File: config.mk
export PLATFORM = sky130hd
export DESIGN_NAME = t2co_timer
export DESIGN_NICKNAME = d
export VERILOG_FILES = /design/src/t2co_pkg.sv /design/src/t2co_clkout_gen.sv /design/src/t2co_sync_fall.sv /design/src/t2co_timer.sv
export SDC_FILE = /design/constraint.sdc
export NUM_CORES = 1
export LEC_CHECK = 0
export BUFFER_PORTS_ARGS = -buffer_cell sky130_fd_sc_hd__buf_2
export CORE_MARGIN = 3
export CORE_UTILIZATION = 45
export CTS_CLUSTER_DIAMETER = 150
export DETAILED_ROUTE_END_ITERATION = 10
export PLACE_DENSITY_LB_ADDON = 0.2
export REMOVE_ABC_BUFFERS = 1
export SYNTH_ARGS = -nofsm -noshare
export SYNTH_HDL_FRONTEND = slang
export SYNTH_SLANG_ARGS = --single-unit
File: constraint.sdc
create_clock -name clk_i -period 4.3 [get_ports clk_i]
set_clock_uncertainty 0.1 [all_clocks]
set_input_delay 0 -clock clk_i [delete_from_list [all_inputs] [get_ports clk_i]]
set_output_delay 0 -clock clk_i [all_outputs]
set_load 0.01 [all_outputs]
File: src/t2co_pkg.sv
package t2co_pkg;

  ////////////////////////////////////////////////////////////////////////////////
  // register byte addresses on the wishbone bus
  localparam logic [7:0] T2CO_CTRL_ADDR     = 8'hC8;
  localparam logic [7:0] T2CO_MODE_ADDR     = 8'hCC;
  localparam logic [7:0] T2CO_CNT_LO_ADDR   = 8'hD0;
  localparam logic [7:0] T2CO_CNT_HI_ADDR   = 8'hD4;
  localparam logic [7:0] T2CO_RLD_LO_ADDR   = 8'hD8;
  localparam logic [7:0] T2CO_RLD_HI_ADDR   = 8'hDC;
  localparam logic [7:0] T2CO_CTRL_SET_ADDR = 8'hE0;
  localparam logic [7:0] T2CO_CTRL_CLR_ADDR = 8'hE4;

  ////////////////////////////////////////////////////////////////////////////////
  // timer_two_control field positions
  localparam int T2CO_OVF_BIT     = 7;
  localparam int T2CO_EXT_BIT     = 6;
  localparam int T2CO_RXSEL_BIT   = 5;
  localparam int T2CO_TXSEL_BIT   = 4;
  localparam int T2CO_EXTEN_BIT   = 3;
  localparam int T2CO_RUN_BIT     = 2;
  localparam int T2CO_SRC_BIT     = 1;
  localparam int T2CO_CAPSEL_BIT  = 0;

  // timer_mode_register field positions
  localparam int T2CO_CLKOE_BIT   = 1;
  localparam int T2CO_UPDN_BIT    = 0;

  ////////////////////////////////////////////////////////////////////////////////
  // reset values, masks and limits
  localparam logic [7:0]  T2CO_CTRL_RESET   = 8'h00;
  localparam logic [7:0]  T2CO_MODE_RESET   = 8'h00;
  localparam logic [7:0]  T2CO_MODE_MASK    = 8'h03;
  localparam logic [15:0] T2CO_COUNT_RESET  = 16'h0000;
  localparam logic [15:0] T2CO_RELOAD_RESET = 16'h0000;
  localparam logic [15:0] T2CO_COUNT_MAX    = 16'hFFFF;
  localparam logic [15:0] T2CO_COUNT_ONE    = 16'h0001;
  localparam logic [15:0] T2CO_COUNT_WRAP   = 16'h0000;
  localparam logic [23:0] T2CO_RDATA_PAD    = 24'h000000;
  localparam logic [31:0] T2CO_RDATA_NONE   = 32'h00000000;

endpackage

File: src/t2co_clkout_gen.sv
`timescale 1ns/1ps

// clock pin driver: one toggle per overflow gives equal high and low phases
module t2co_clkout_gen (
  input  wire logic clk_i,
  input  wire logic rst_i,
  input  wire logic enable_i,
  input  wire logic overflow_i,
  output logic      clk_level_o
);

  logic next_level;

  always_comb begin
    next_level = clk_level_o;
    if (!enable_i) begin
      next_level = 1'b0;
    end else if (overflow_i) begin
      next_level = ~clk_level_o;
    end
  end

  always_ff @(posedge clk_i) begin
    if (rst_i) begin
      clk_level_o <= 1'b0;
    end else begin
      clk_level_o <= next_level;
    end
  end

endmodule

File: src/t2co_sync_fall.sv
`timescale 1ns/1ps

// two-flop synchroniser with a falling-edge pulse taken after the second flop
module t2co_sync_fall (
  input  wire logic clk_i,
  input  wire logic rst_i,
  input  wire logic pin_i,
  output logic      fall_o
);

  logic meta;
  logic stable;
  logic last;
  logic next_fall;

  always_comb begin
    next_fall = last & ~stable;
  end

  always_ff @(posedge clk_i) begin
    if (rst_i) begin
      meta   <= 1'b1;
      stable <= 1'b1;
      last   <= 1'b1;
      fall_o <= 1'b0;
    end else begin
      meta   <= pin_i;
      stable <= meta;
      last   <= stable;
      fall_o <= next_fall;
    end
  end

endmodule

File: src/t2co_timer.sv
`timescale 1ns/1ps

////////////////////////////////////////////////////////////////////////////////
// Behaviour
// - clock-out mode gives a 50% duty clock
// - clock-out count increments at half clock rate
// - overflow copies reload bytes into count bytes
// - no interrupt on overflow in clock-out mode
// - output frequency is clock over 4*(65536-reload)
// - generated clock is driven onto clock pin
// - baud generation and clock-out may run together
// - trigger event sets external flag, may interrupt
// - external flag never interrupts in up/down mode
// - receive baud select picks timer1 or timer2
// - transmit baud select picks timer1 or timer2
// - trigger edges act only if enabled, non-baud
// - run control stops or starts counting
// - source select picks internal clock or pin
// - baud or clock-out forces reload, else capture/reload select
// - control register resets zero, bit accessible
// - clock output enable makes pin an output
// - up/down enable bit is held in mode
module t2co_timer
  import t2co_pkg::*;
(
  input  wire logic        clk_i,
  input  wire logic        rst_i,
  input  wire logic        wb_cyc_i,
  input  wire logic        wb_stb_i,
  input  wire logic        wb_we_i,
  input  wire logic [7:0]  wb_adr_i,
  input  wire logic [3:0]  wb_sel_i,
  input  wire logic [31:0] wb_dat_i,
  output logic      [31:0] wb_dat_o,
  output logic             wb_ack_o,
  input  wire logic        timer_clock_pin_i,
  output logic             timer_clock_pin_o,
  output logic             timer_clock_pin_oe_o,
  input  wire logic        ext_trigger_pin_i,
  input  wire logic        timer1_overflow_i,
  input  wire logic        timer_irq_enable_i,
  output logic             timer_irq_o,
  output logic             rx_baud_clk_o,
  output logic             tx_baud_clk_o
);

  ////////////////////////////////////////////////////////////////////////////////
  // state
  logic [7:0]  timer_control_register;
  logic [7:0]  timer_mode_register;
  logic [15:0] count;
  logic [15:0] reload;
  logic        phase;

  logic [7:0]  next_timer_control_register;
  logic [7:0]  next_timer_mode_register;
  logic [15:0] next_count;
  logic [15:0] next_reload;
  logic        next_phase;
  logic [31:0] next_wb_dat;
  logic        next_wb_ack;
  logic        next_timer_irq;
  logic        next_rx_baud_clk;
  logic        next_tx_baud_clk;

  ////////////////////////////////////////////////////////////////////////////////
  // field views
  logic overflow_flag;
  logic external_event_flag;
  logic rx_baud_source_sel;
  logic tx_baud_source_sel;
  logic ext_trigger_enable;
  logic run_control;
  logic count_source_sel;
  logic capture_reload_sel;
  logic clock_output_enable;
  logic updown_enable;

  assign overflow_flag       = timer_control_register[T2CO_OVF_BIT];
  assign external_event_flag = timer_control_register[T2CO_EXT_BIT];
  assign rx_baud_source_sel  = timer_control_register[T2CO_RXSEL_BIT];
  assign tx_baud_source_sel  = timer_control_register[T2CO_TXSEL_BIT];
  assign ext_trigger_enable  = timer_control_register[T2CO_EXTEN_BIT];
  assign run_control         = timer_control_register[T2CO_RUN_BIT];
  assign count_source_sel    = timer_control_register[T2CO_SRC_BIT];
  assign capture_reload_sel  = timer_control_register[T2CO_CAPSEL_BIT];
  assign clock_output_enable = timer_mode_register[T2CO_CLKOE_BIT];
  assign updown_enable       = timer_mode_register[T2CO_UPDN_BIT];

  ////////////////////////////////////////////////////////////////////////////////
  // pin inputs, synchronised before use
  logic pin_fall;
  logic trigger_fall;

  t2co_sync_fall u_pin_sync (
    .clk_i  (clk_i),
    .rst_i  (rst_i),
    .pin_i  (timer_clock_pin_i),
    .fall_o (pin_fall)
  );

  t2co_sync_fall u_trigger_sync (
    .clk_i  (clk_i),
    .rst_i  (rst_i),
    .pin_i  (ext_trigger_pin_i),
    .fall_o (trigger_fall)
  );

  ////////////////////////////////////////////////////////////////////////////////
  // timer core decisions
  logic baud_mode;
  logic count_tick;
  logic overflow;
  logic ext_event;
  logic force_reload;

  always_comb begin
    baud_mode    = rx_baud_source_sel | tx_baud_source_sel;
    // internal source ticks every second clock, pin source on each falling edge
    count_tick   = run_control & (count_source_sel ? pin_fall : phase);
    overflow     = count_tick & (count == T2CO_COUNT_MAX);
    // a serial-clocking timer ignores the trigger pin altogether
    ext_event    = ext_trigger_enable & trigger_fall & ~baud_mode;
    // clock-out must keep reloading even if capture was left selected
    force_reload = baud_mode | clock_output_enable | ~capture_reload_sel;
  end

  ////////////////////////////////////////////////////////////////////////////////
  // wishbone decode
  logic       wb_hit;
  logic       wb_write;
  logic [7:0] wb_byte;

  assign wb_hit   = wb_cyc_i & wb_stb_i & ~wb_ack_o;
  assign wb_write = wb_hit & wb_we_i & wb_sel_i[0];
  assign wb_byte  = wb_dat_i[7:0];

  ////////////////////////////////////////////////////////////////////////////////
  // count and reload
  always_comb begin
    next_phase  = ~phase;
    next_count  = count;
    next_reload = reload;

    // counting, reload and capture
    if (overflow) begin
      if (force_reload) begin
        next_count = reload;
      end else begin
        next_count = T2CO_COUNT_WRAP;
      end
    end else if (count_tick) begin
      next_count = count + T2CO_COUNT_ONE;
    end
    if (ext_event) begin
      if (capture_reload_sel && !clock_output_enable) begin
        next_reload = count;
      end else begin
        next_count = reload;
      end
    end

    // a software write wins over a tick or reload in the same cycle
    if (wb_write) begin
      if (wb_adr_i == T2CO_CNT_LO_ADDR) begin
        next_count[7:0] = wb_byte;
      end else if (wb_adr_i == T2CO_CNT_HI_ADDR) begin
        next_count[15:8] = wb_byte;
      end else if (wb_adr_i == T2CO_RLD_LO_ADDR) begin
        next_reload[7:0] = wb_byte;
      end else if (wb_adr_i == T2CO_RLD_HI_ADDR) begin
        next_reload[15:8] = wb_byte;
      end
    end
  end

  always_ff @(posedge clk_i) begin
    if (rst_i) begin
      count  <= T2CO_COUNT_RESET;
      reload <= T2CO_RELOAD_RESET;
      phase  <= 1'b0;
    end else begin
      count  <= next_count;
      reload <= next_reload;
      phase  <= next_phase;
    end
  end

  ////////////////////////////////////////////////////////////////////////////////
  // control and mode; one aligned word per register, low byte lane only
  always_comb begin
    next_timer_control_register = timer_control_register;
    next_timer_mode_register    = timer_mode_register;
    if (wb_write) begin
      if (wb_adr_i == T2CO_CTRL_ADDR) begin
        next_timer_control_register = wb_byte;
      end else if (wb_adr_i == T2CO_CTRL_SET_ADDR) begin
        next_timer_control_register = timer_control_register | wb_byte;
      end else if (wb_adr_i == T2CO_CTRL_CLR_ADDR) begin
        next_timer_control_register = timer_control_register & ~wb_byte;
      end else if (wb_adr_i == T2CO_MODE_ADDR) begin
        next_timer_mode_register = wb_byte & T2CO_MODE_MASK;
      end
    end

    // hardware sets win over a software clear in the same cycle
    if (overflow && !baud_mode) begin
      next_timer_control_register[T2CO_OVF_BIT] = 1'b1;
    end
    if (ext_event) begin
      next_timer_control_register[T2CO_EXT_BIT] = 1'b1;
    end
  end

  always_ff @(posedge clk_i) begin
    if (rst_i) begin
      timer_control_register <= T2CO_CTRL_RESET;
      timer_mode_register    <= T2CO_MODE_RESET;
    end else begin
      timer_control_register <= next_timer_control_register;
      timer_mode_register    <= next_timer_mode_register;
    end
  end

  ////////////////////////////////////////////////////////////////////////////////
  // bus answer; the standing ack masks a second take of the same request
  always_comb begin
    next_wb_ack = wb_hit;
    next_wb_dat = wb_dat_o;

    // read data; unmapped addresses answer with zero
    if (wb_hit && !wb_we_i) begin
      if (wb_adr_i == T2CO_CTRL_ADDR) begin
        next_wb_dat = {T2CO_RDATA_PAD, timer_control_register};
      end else if (wb_adr_i == T2CO_CTRL_SET_ADDR) begin
        next_wb_dat = {T2CO_RDATA_PAD, timer_control_register};
      end else if (wb_adr_i == T2CO_CTRL_CLR_ADDR) begin
        next_wb_dat = {T2CO_RDATA_PAD, timer_control_register};
      end else if (wb_adr_i == T2CO_MODE_ADDR) begin
        next_wb_dat = {T2CO_RDATA_PAD, timer_mode_register};
      end else if (wb_adr_i == T2CO_CNT_LO_ADDR) begin
        next_wb_dat = {T2CO_RDATA_PAD, count[7:0]};
      end else if (wb_adr_i == T2CO_CNT_HI_ADDR) begin
        next_wb_dat = {T2CO_RDATA_PAD, count[15:8]};
      end else if (wb_adr_i == T2CO_RLD_LO_ADDR) begin
        next_wb_dat = {T2CO_RDATA_PAD, reload[7:0]};
      end else if (wb_adr_i == T2CO_RLD_HI_ADDR) begin
        next_wb_dat = {T2CO_RDATA_PAD, reload[15:8]};
      end else begin
        next_wb_dat = T2CO_RDATA_NONE;
      end
    end
  end

  always_ff @(posedge clk_i) begin
    if (rst_i) begin
      wb_dat_o <= T2CO_RDATA_NONE;
      wb_ack_o <= 1'b0;
    end else begin
      wb_dat_o <= next_wb_dat;
      wb_ack_o <= next_wb_ack;
    end
  end

  ////////////////////////////////////////////////////////////////////////////////
  // outputs towards interrupt controller and serial port
  always_comb begin
    // overflow never interrupts while the pin is a clock output
    next_timer_irq   = timer_irq_enable_i &
                       ((overflow_flag & ~clock_output_enable) |
                        (external_event_flag & ~updown_enable));
    next_rx_baud_clk = rx_baud_source_sel ? overflow : timer1_overflow_i;
    next_tx_baud_clk = tx_baud_source_sel ? overflow : timer1_overflow_i;
  end

  ////////////////////////////////////////////////////////////////////////////////
  // registered outputs
  always_ff @(posedge clk_i) begin
    if (rst_i) begin
      timer_irq_o   <= 1'b0;
      rx_baud_clk_o <= 1'b0;
      tx_baud_clk_o <= 1'b0;
    end else begin
      timer_irq_o   <= next_timer_irq;
      rx_baud_clk_o <= next_rx_baud_clk;
      tx_baud_clk_o <= next_tx_baud_clk;
    end
  end

  ////////////////////////////////////////////////////////////////////////////////
  // clock pin driver
  t2co_clkout_gen u_clkout (
    .clk_i       (clk_i),
    .rst_i       (rst_i),
    .enable_i    (clock_output_enable),
    .overflow_i  (overflow),
    .clk_level_o (timer_clock_pin_o)
  );

  // the pin is an input whenever clock output is off
  assign timer_clock_pin_oe_o = clock_output_enable;

endmodule

## After elaboration in Yosys (flattened, before gate mapping)

Index checks and enable logic that the tools add are counted.

| storage, ports and cells | value |
|---|---|
| bits in registers | 88 |
| input port bits | 53 |
| output and inout port bits | 38 |
| logic and storage cells | 113 |

| cells by class | value |
|---|---|
| add/subtract/negate cells | 1 |
| equal/unequal tests | 9 |
| mux-type cells | 34 |
| bitwise logic cells | 32 |
| reduce and logical (&&, ||, !) cells | 16 |

Operator list:

| kind | count |
|---|---|
| $mux W16 | 11 |
| $mux W8 | 18 |
| $eq A8 B8 Y1 const B | 8 |
| $add A16 B1 Y16 const B | 1 |
| $eq A16 B16 Y1 const B | 1 |
| $and A1 B1 Y1 | 13 |
| $not A1 Y1 | 12 |
| $and A8 B8 Y8 | 1 |
| $not A8 Y8 | 1 |
| $or A8 B8 Y8 | 1 |
| $reduce_bool A4 Y1 | 2 |
| $reduce_and A2 Y1 | 3 |
| $mux W1 | 5 |
| $reduce_and A5 Y1 | 1 |
| $or A1 B1 Y1 | 4 |
| $reduce_bool A2 Y1 | 2 |
| $logic_and A1 B1 Y1 | 3 |
| $logic_not A1 Y1 | 3 |
| $reduce_bool A3 Y1 | 1 |
| $reduce_or A2 Y1 | 1 |

## Longest topological paths before layout

Gate-level depths: netlist (run 1).

| logic depth | value |
|---|---|
| depth in word-level cells | 10 |
| depth in mapped cells | 8 |
| depth with buffers taken out | 6 |

## Hierarchy

Synthesis (run 1) repeated with hierarchy kept, for this count alone.

| second synthesis, totals | value |
|---|---|
| cells, all modules | 445 |
| area total of the unflattened synthesis | 3784.9 um2 |

By module, submodules not included:

| module | instances | cells an instance | area each (um2) | sequential area each (um2) |
|---|---|---|---|---|
| t2co_timer | 1 | 426 | 3530.9 | 1101.1 |
| t2co_sync_fall | 2 | 8 | 106.4 | 80.1 |
| t2co_clkout_gen | 1 | 3 | 41.3 | 20.0 |

## Least setup slack after synthesis (run 1)

No wires, ideal clock.

| timing path | value |
|---|---|
| path kind | register to register |
| from | register count[2] |
| to | register count[0] |
| setup time | 0.122 ns |
| arrival time | 1.801 ns |
| required time | 4.078 ns |
| path slack | 2.277 ns |
| stages on the path, launching flop included | 9 |
| path buffers | 3 |
| clock period less this slack | 2.023 ns |
| path through | dfxtp_1 buf_2 nand4_2 nor4_4 and3_1 buf_2 buf_4 nor3_1 a221o_1 |

| on the way | value |
|---|---|
| longest elaborated chain between the ends | 7 |

Ends and longest elaborated chain:

| element | RTL line | source |
|---|---|---|
| from (decl) | t2co_timer.sv:51 | `logic [15:0] count;` |
| from (signal assigned) | t2co_timer.sv:183 | `count <= next_count;` |
| $eq A16 B16 Y1 * | t2co_timer.sv:121 | `overflow = count_tick & (count == T2CO_COUNT_MAX);` |
| $and A1 B1 Y1 * | t2co_timer.sv:121 |  |
| $mux W16 * | t2co_timer.sv:146 | `if (overflow) begin` |
| $mux W16 | t2co_timer.sv:156 | `if (capture_reload_sel && !clock_output_enable) begin` |
| $mux W16 * | t2co_timer.sv:155 | `if (ext_event) begin` |
| $mux W8 | t2co_timer.sv:165 | `if (wb_adr_i == T2CO_CNT_LO_ADDR) begin` |
| $mux W16 * | t2co_timer.sv:164 | `if (wb_write) begin` |

Every way passes the cells marked *; elsewhere a longest branch is shown, timed or not.
A chain may end at the register's enable or synchronous reset.

## Worst setup path after layout (run 1)

| timing path | value |
|---|---|
| from | register count[2] |
| to | register count[9] |

| on the way | value |
|---|---|
| longest elaborated chain between the ends | 8 |
| elaborated cells between the ends (all ways) | 10 |
| those cells by class | add/sub (1); eq/ne (1); mux (7); bitwise (1) |

Ends and longest elaborated chain:

| element | RTL line | source |
|---|---|---|
| $add A16 B1 Y16 / $eq A16 B16 Y1 (equally long branches) | t2co_timer.sv:153, t2co_timer.sv:121 |  |
| $mux W16 / $and A1 B1 Y1 (equally long branches) | t2co_timer.sv:152, t2co_timer.sv:121 |  |
| $mux W16 * | t2co_timer.sv:146 |  |
| $mux W16 | t2co_timer.sv:156 |  |
| $mux W16 * | t2co_timer.sv:155 |  |
| $mux W8 | t2co_timer.sv:167 | `end else if (wb_adr_i == T2CO_CNT_HI_ADDR) begin` |
| $mux W8 | t2co_timer.sv:165 |  |
| $mux W16 * | t2co_timer.sv:164 |  |

Marks and branches as above.

==> impl_results.md, run 1 <==
* Status: finished, final reports clean
* Worst slew pin tran at 1.03 ns
* Die area at 9140 µm²
* Clk sinks at 64
* Total Wirelength at 10700 µm
* Detailed placement HPWL at 7610 µm
* Setup tns final at 0 ns
* Sequential power share at 0.462
* Max Slew Vio Count at 0
* Gate power share at 0.080
* Hold Startpoint: rst_i
* Vias per cell at 5.98
* Synth Instances at 434
* Final ANT Viol Nets at 0
* Sw power at 0.338 mW
* Io pins at 91
* Largest net degree at the start of global routing at 31
* Dpl cells at 551
* Crit path DAT at 2.84 ns
* Mux cell area share after synthesis at 0.0502
* Synth Area in Compound Gates at 0.225
* Vias in the first global route at 3085
* CP Capture Type: flop
* Main combinational cell family by area after synthesis: simple AND/OR/NAND/NOR gates
* Post-synth top area share at 0.355
* Final worst path period share at 0.628
* Pwr dens at 316 nW/µm²
* Reg2Reg Setup Slack at 1.60 ns
* Ys flop type: dfxtp_1
* Depth of the CTS H-tree at 3
* Worst R2R Path Depth at 5
* Async set-reset flop share out of synthesis at 0
* Hold path cells at 2
* Syn Area/Cell at 8.32 µm²
* Crit start category: flop
* Vias post-DR at 3495
* Post-synthesis adder-cell area fraction at 0.00346
* Core area at 7770 µm²
* Post-CTS Setup Inserts at 0
* Unrepaired setup endpoints after global routing: no
* Die W at 95.6 µm
* Clk buf depth at 2
* Final Hold Vio Count at 0
* GRT Total Usage at 0.242
* Place WS at 1.69 ns
* Ranking of synthesized cells by area: dfxtp_1, nor2_1, buf_4, a211oi_1, mux2i_1
* Final Critical Period at 2.70 ns
* First-pass detailed-route iteration total at 5
* Most frequent cells after synthesis: dfxtp_1, nor2_1, nand2_1
* WHS at 0.00184 ns
* Final core utilization at 0.533
* Internal power at 0.970 mW
* Clock power frac at 0.458
* Register area share after synthesis at 0.355
* Top-count cell post-synth: dfxtp_1
* Initial Utilization at 0.465
* # Max-Cap Violations at 0
* Setup Viol. Count Final at 0
* Setup CP Type: reg -> reg
* Initial antenna violation count at 0
* Yosys reg bits at 64
* Clock Pin Slew Worst Setup and Hold Paths at 0.08 ns
* GPL Wtd Cong at 0.941
* Slew margin rel. at 0.312
* Area post-placement at 3750 µm²
* Gr ovfl total at 0
* Yosys cell types at 60
* Min-Delay Endpoint: phase$_SDFF_PP0_
* Non-Filler Instances at 584
* TritonCTS clock tree: done
* Drc violations at 0
* Num rows at 32
* Yosys warns at 0
* Clk Latency, worst-skew pair at 0.36 ns
* PnR worst setup slack at 1.60 ns
* Crit path required time at 4.44 ns
* Wire per inst at 18.4 µm
* First-pass GRT wire length at 16600 µm
* Buffers on Ports at 39
* Root Buffer: clkbuf_8
* Post-synth top area cell: dfxtp_1
* Diodes inserted at 0
* Final Cell Area at 4140 µm²
* Share of cells above drive strength 1 at 0.151
* Layout Nets at 531
* Post-Synth XOR/XNOR Area at 0.0267
* Hold/Removal Path Class: in -> reg
* FMAX at 0.371 GHz
* Pleak at 1.60 nW
* Num CTS Buffers at 9
* Worst-path fanout max at 17
* Post-Synth Simple-Gate Area at 0.246
* R2R Path End: count[9]$_SDFF_PP0_
* Maximum VDD drop at 0.000239 V
* EDFF count, synth at 0
* Sw frac at 0.258
* Reg2reg start: count[2]$_SDFF_PP0_
* Post-Syn Area at 3610 µm²
* Final Total Pwr at 1.31 mW
* Starting DRT DRC Count at 286
* Layout area overhead at 14.7%
* Die H at 95.6 µm
cells by family after synthesis:
group                      Yosys count
AOI/OAI and AO/OA                  106
adders and majority gates            1
DFF                                 64
and+or+nand+nor                    171
buffers and inverters               62
other                                1
muxes                               18
xor gates and xnor gates            11
flip-flops by register name, indices dropped and copies added (netlist names), 2 cells and up, named ones only:
signal	count
reload	16
timer_control_register	2
timer_mode_register	2
count	16
wb_dat_o	8
cell usage in the layout, fill, tap and decap left out, types with 3 or more instances in the layout:
| cell type | synthesis | final |
|---|---|---|
| clkbuf_8 | 0 | 9 |
| buf_2 | 4 | 39 |
| a311oi_1 | 4 | 4 |
| nand3b_1 | 4 | 4 |
| nor3_1 | 22 | 22 |
| nand2_1 | 30 | 30 |
| dlygate4sd3_1 | 0 | 17 |
| dfxtp_1 | 64 | 64 |
| inv_1 | 14 | 14 |
| nor2b_1 | 3 | 3 |
| or4_1 | 3 | 3 |
| a221o_1 | 15 | 15 |
| or2_2 | 7 | 7 |
| a2111oi_0 | 6 | 6 |
| xnor2_1 | 6 | 6 |
| o21ai_0 | 11 | 11 |
| conb_1 | 1 | 24 |
| nand4_1 | 4 | 4 |
| nand3_1 | 11 | 11 |
| xor2_1 | 5 | 5 |
| nand2b_1 | 7 | 7 |
| or3_1 | 5 | 5 |
| inv_6 | 0 | 3 |
| a211oi_1 | 25 | 25 |
| and3_1 | 6 | 6 |
| a22oi_1 | 3 | 3 |
| a221oi_1 | 3 | 3 |
| nor2_1 | 53 | 53 |
| mux2i_1 | 17 | 17 |
| a21oi_1 | 19 | 19 |
final cells by class:
class                           count  area [µm²]
Fill cell                         766        3620
Multi-Input combinational cell    331        2080
Sequential cell                    64        1280
Timing Repair Buffer               57         373
Tap cell                          102         128
Clock buffer                        9         124
Clock inverter                      7         103
Inverter                           14        52.6
per-layer routing:
metal | global-route usage | share of wire
met5 | 0 | 0
met3 | 0.0608 | 0.067
met2 | 0.372 | 0.46
met4 | 0.0687 | 0.015
met1 | 0.334 | 0.45
power by group through the flow:
| stage | Clock [mW] | Sequential (mW) | Combinational (mW) |
|---|---|---|---|
| after detailed placement | 0 | 0.618 | 0.0918 |
| final | 0.599 | 0.604 | 0.105 |
| after global placement | 0 | 0.618 | 0.0913 |
| after floorplan | 0 | 0.620 | 0.0400 |
| after CTS | 0.605 | 0.604 | 0.103 |
| after global routing | 0.631 | 0.605 | 0.115 |
worst max-delay path, cell delays in order (launching register included):
cell	delay [ns]
dfxtp_1	0.54
nand4_2	0.30
nor4_4	0.43
and3_1	0.75
nor3_1	0.16
a221o_1	0.30
how the worst max path moves through the flow:
stage	start	to	cells after the start
3_5_place_dp	count[2]$_SDFF_PP0_	count[9]$_SDFF_PP0_	5
6_report	count[2]$_SDFF_PP0_	count[9]$_SDFF_PP0_	5
5_1_grt	count[2]$_SDFF_PP0_	count[9]$_SDFF_PP0_	5
4_1_cts	count[2]$_SDFF_PP0_	count[9]$_SDFF_PP0_	5
2_1_floorplan	count[2]$_SDFF_PP0_	count[0]$_SDFF_PP0_	5
3_3_place_gp	count[2]$_SDFF_PP0_	count[12]$_SDFF_PP0_	5
repair_timing:
item / in CTS / in global routing
endpoints found under the hold margin: 50 / 0
resized for setup: 0 / 0
hold buffers: 17 / 0
No activity file was read; power rests on OpenSTA's default activity.
==> inputs of run 2 (changes only) <==
--- a/config.mk
+++ b/config.mk
@@ -5,6 +5,7 @@
 export SDC_FILE = /design/constraint.sdc
 export NUM_CORES = 1
 export LEC_CHECK = 0
+export ABC_AREA = 1
 export BUFFER_PORTS_ARGS = -buffer_cell sky130_fd_sc_hd__buf_2
 export CORE_MARGIN = 3
 export CORE_UTILIZATION = 45
==> constraint.sdc (replaced) <==
create_clock -name clk_i -period 2.72 [get_ports clk_i]
set_clock_uncertainty 0.1 [all_clocks]
set_input_delay 0 -clock clk_i [delete_from_list [all_inputs] [get_ports clk_i]]
set_output_delay 0 -clock clk_i [all_outputs]
set_load 0.01 [all_outputs]
==> impl_results.md, run 2 <==
* Most frequent cells after synthesis: nand2_1, inv_1, o21ai_0
* Gr ovfl total at 0 (unchanged)
* GPL Wtd Cong at 0.975 (+3.5%)
* Max Slew Vio Count at 0 (unchanged)
* Wire per inst at 15.5 µm (-16%)
* Final worst path period share at 0.895
* Setup CP Type: in -> reg
* Commonest non-fill, non-tap cell in the layout: nand2_1
* Post-Synth Simple-Gate Area at 0.279 (+0.0334)
* Num rows at 32 (unchanged)
* Num CTS Buffers at 9 (unchanged)
* Final ANT Viol Nets at 0 (unchanged)
* Register area share after synthesis at 0.337 (-0.0182)
* Yosys reg bits at 64 (unchanged)
* Initial Utilization at 0.478 (+0.0128)
* Dpl cells at 698 (+27%)
* Pwr dens at 470 nW/µm² (+49%)
* Ys flop type: dfxtp_1
* Vias per cell at 5.31 (-11%)
* Post-synthesis adder-cell area fraction at 0.00329 (-0.000178)
* Main combinational cell family by area after synthesis: simple AND/OR/NAND/NOR gates
* Syn Area/Cell at 6.71 µm² (-19%)
* Buffers on Ports at 39 (unchanged)
* Clock Pin Slew Worst Setup and Hold Paths at 0.08 ns (about the same)
* Synth Area in Compound Gates at 0.219 (-0.00696)
* Layout area overhead at 14.7% (about the same)
* Post-Synth XOR/XNOR Area at 0.0207 (-0.00597)
* Root Buffer: clkbuf_8
* Detailed placement HPWL at 8140 µm (+7.0%)
* First-pass GRT wire length at 18100 µm (+9.1%)
* Depth of the CTS H-tree at 3 (unchanged)
* Largest net degree at the start of global routing at 36 (+16%)
* # Max-Cap Violations at 0 (unchanged)
* Post-synth top area share at 0.337 (-0.0182)
* Diodes inserted at 0 (unchanged)
* Status: finished, final reports clean
* Io pins at 91 (unchanged)
* Share of cells above drive strength 1 at 0.150 (-0.00129)
* Unrepaired setup endpoints after global routing: no
* Die area at 9600 µm² (+5.1%)
* Core area at 7970 µm² (+2.6%)
* Starting DRT DRC Count at 267 (-6.6%)
* Most frequent cells in the layout: nand2_1, inv_1, o21ai_0
* Crit start category: input pin
* CP Capture Type: flop
* Pleak at 1.90 nW (+19%)
* Post-Syn Area at 3810 µm² (+5.4%)
* Die W at 98.0 µm (+2.5%)
* Hold/Removal Path Class: in -> reg
* Top Registers: count: 16 flops, reload: 16 flops, wb_dat_o: 8 flops
* Top-count cell post-synth: nand2_1
* Setup tns final at 0 ns (unchanged)
* Yosys warns at 0 (unchanged)
* Area post-placement at 4000 µm² (+6.7%)
* Setup Viol. Count Final at 0 (unchanged)
* Vias post-DR at 3863 (+11%)
* Crit path DAT at 2.60 ns (-0.24 ns)
* Worst slew pin tran at 1.02 ns (-0.0136 ns)
* Die H at 98.0 µm (+2.5%)
* Post-synth top area cell: dfxtp_1
* EDFF count, synth at 0 (unchanged)
* Vias in the first global route at 3647 (+18%)
* Clk buf depth at 2 (unchanged)
* Crit path required time at 2.89 ns (-1.55 ns)
* Worst-path fanout max at 9 (-8)
* Slew margin rel. at 0.322 (+0.00999)
* Non-Filler Instances at 728 (+25%)
* GRT Total Usage at 0.239 (-0.00274)
* First-pass detailed-route iteration total at 7 (+2)
* Final Critical Period at 2.43 ns
* Maximum VDD drop at 0.000274 V (+15%)
* Final Hold Vio Count at 0 (unchanged)
* Synth Instances at 567 (+31%)
* Mux cell area share after synthesis at 0 (-0.0502)
* Ranking of synthesized cells by area: dfxtp_1, nand2_1, o21ai_0, inv_1, a21oi_1
* TritonCTS clock tree: done
* Clk sinks at 64 (unchanged)
* FMAX at 0.411 GHz
* Async set-reset flop share out of synthesis at 0 (unchanged)
* Drc violations at 0 (unchanged)
* Layout Nets at 675 (+27%)
* Initial antenna violation count at 0 (unchanged)
* WHS at 0.0236 ns (+0.0218 ns)
* Final Cell Area at 4370 µm² (+5.4%)
* Final Total Pwr at 2.05 mW (+57%)
* Yosys cell types at 38 (-37%)
* Clk Latency, worst-skew pair at 0.36 ns (about the same)
* Total Wirelength at 11300 µm (+5.3%)
run 2: cell type report:
type | instances | area [µm²]
fill | 822 | 3600
multi-input combinational | 413 | 2080
sequential | 64 | 1280
timing repair buffer | 57 | 365
inverter | 76 | 287
clock buffer | 10 | 138
tap | 102 | 128
clock inverter | 6 | 91.3
run 2: worst max-delay path, stage by stage:
cell and delay (ns):
dlygate4sd3_1 0.52, buf_2 0.09, nand2_1 0.03, dlygate4sd3_1 0.54, nor2_1 0.13, nand3_1 0.30
nor2_4 0.42, inv_2 0.18, o21ai_0 0.14, a21oi_1 0.06, a211oi_1 0.19
run 2: timing repair:
| item | in CTS | in global routing |
|---|---|---|
| hold endpoints to repair | 46 | 0 |
| setup buffers | 0 | 0 |
| gates resized for setup | 0 | 0 |
| hold buffers | 14 | 0 |
run 2: kinds of logic (layout without fill, tap and decap cells):
group                      count (synthesis)  count (layout)
AOI/OAI and AO/OA                        153             153
xor gates and xnor gates                   9               9
adders and majority gates                  1               1
buffers and inverters                    113             149
DFF                                       64              64
other                                      1              24
and+or+nand+nor                          226             226
run 2: final timing paths:
kind,from,end,slack [ns],cells after the start
max,wb_stb_i,reload[14]$_SDFF_PP0_,0.29,11
min,rst_i,phase$_SDFF_PP0_,0.02,3
min reg2reg,u_trigger_sync.last$_SDFF_PP1_,u_trigger_sync.fall_o$_SDFF_PP0_,0.31,2
max reg2reg,count[0]$_SDFF_PP0_,count[8]$_SDFF_PP0_,0.53,13
run 2: where the power goes:
part | leakage (nW) | internal [mW] | switching, mW | total [mW]
sequential | 0.519 | 0.949 | 0.00486 | 0.954
combinational | 1.27 | 0.0500 | 0.0844 | 0.134
clock | 0.117 | 0.546 | 0.418 | 0.964
total | 1.90 | 1.55 | 0.507 | 2.05
run 2: stage by stage:
step	util	worst slack, ns
final	0.548	0.286
after global routing	0.548	0.166
after CTS	0.548	0.328
after detailed placement	0.502	0.601
after global placement	0.502	0.608
after floorplan	-	0.808
run 2: routing by layer:
| metal | GRT usage | share of wire | wire length [µm] |
|---|---|---|---|
| met5 | 0 | 0 | 0 |
| met4 | 0.109 | 0.025 | 281 |
| met3 | 0.0543 | 0.076 | 853 |
| met2 | 0.370 | 0.44 | 4970 |
| met1 | 0.317 | 0.46 | 5190 |
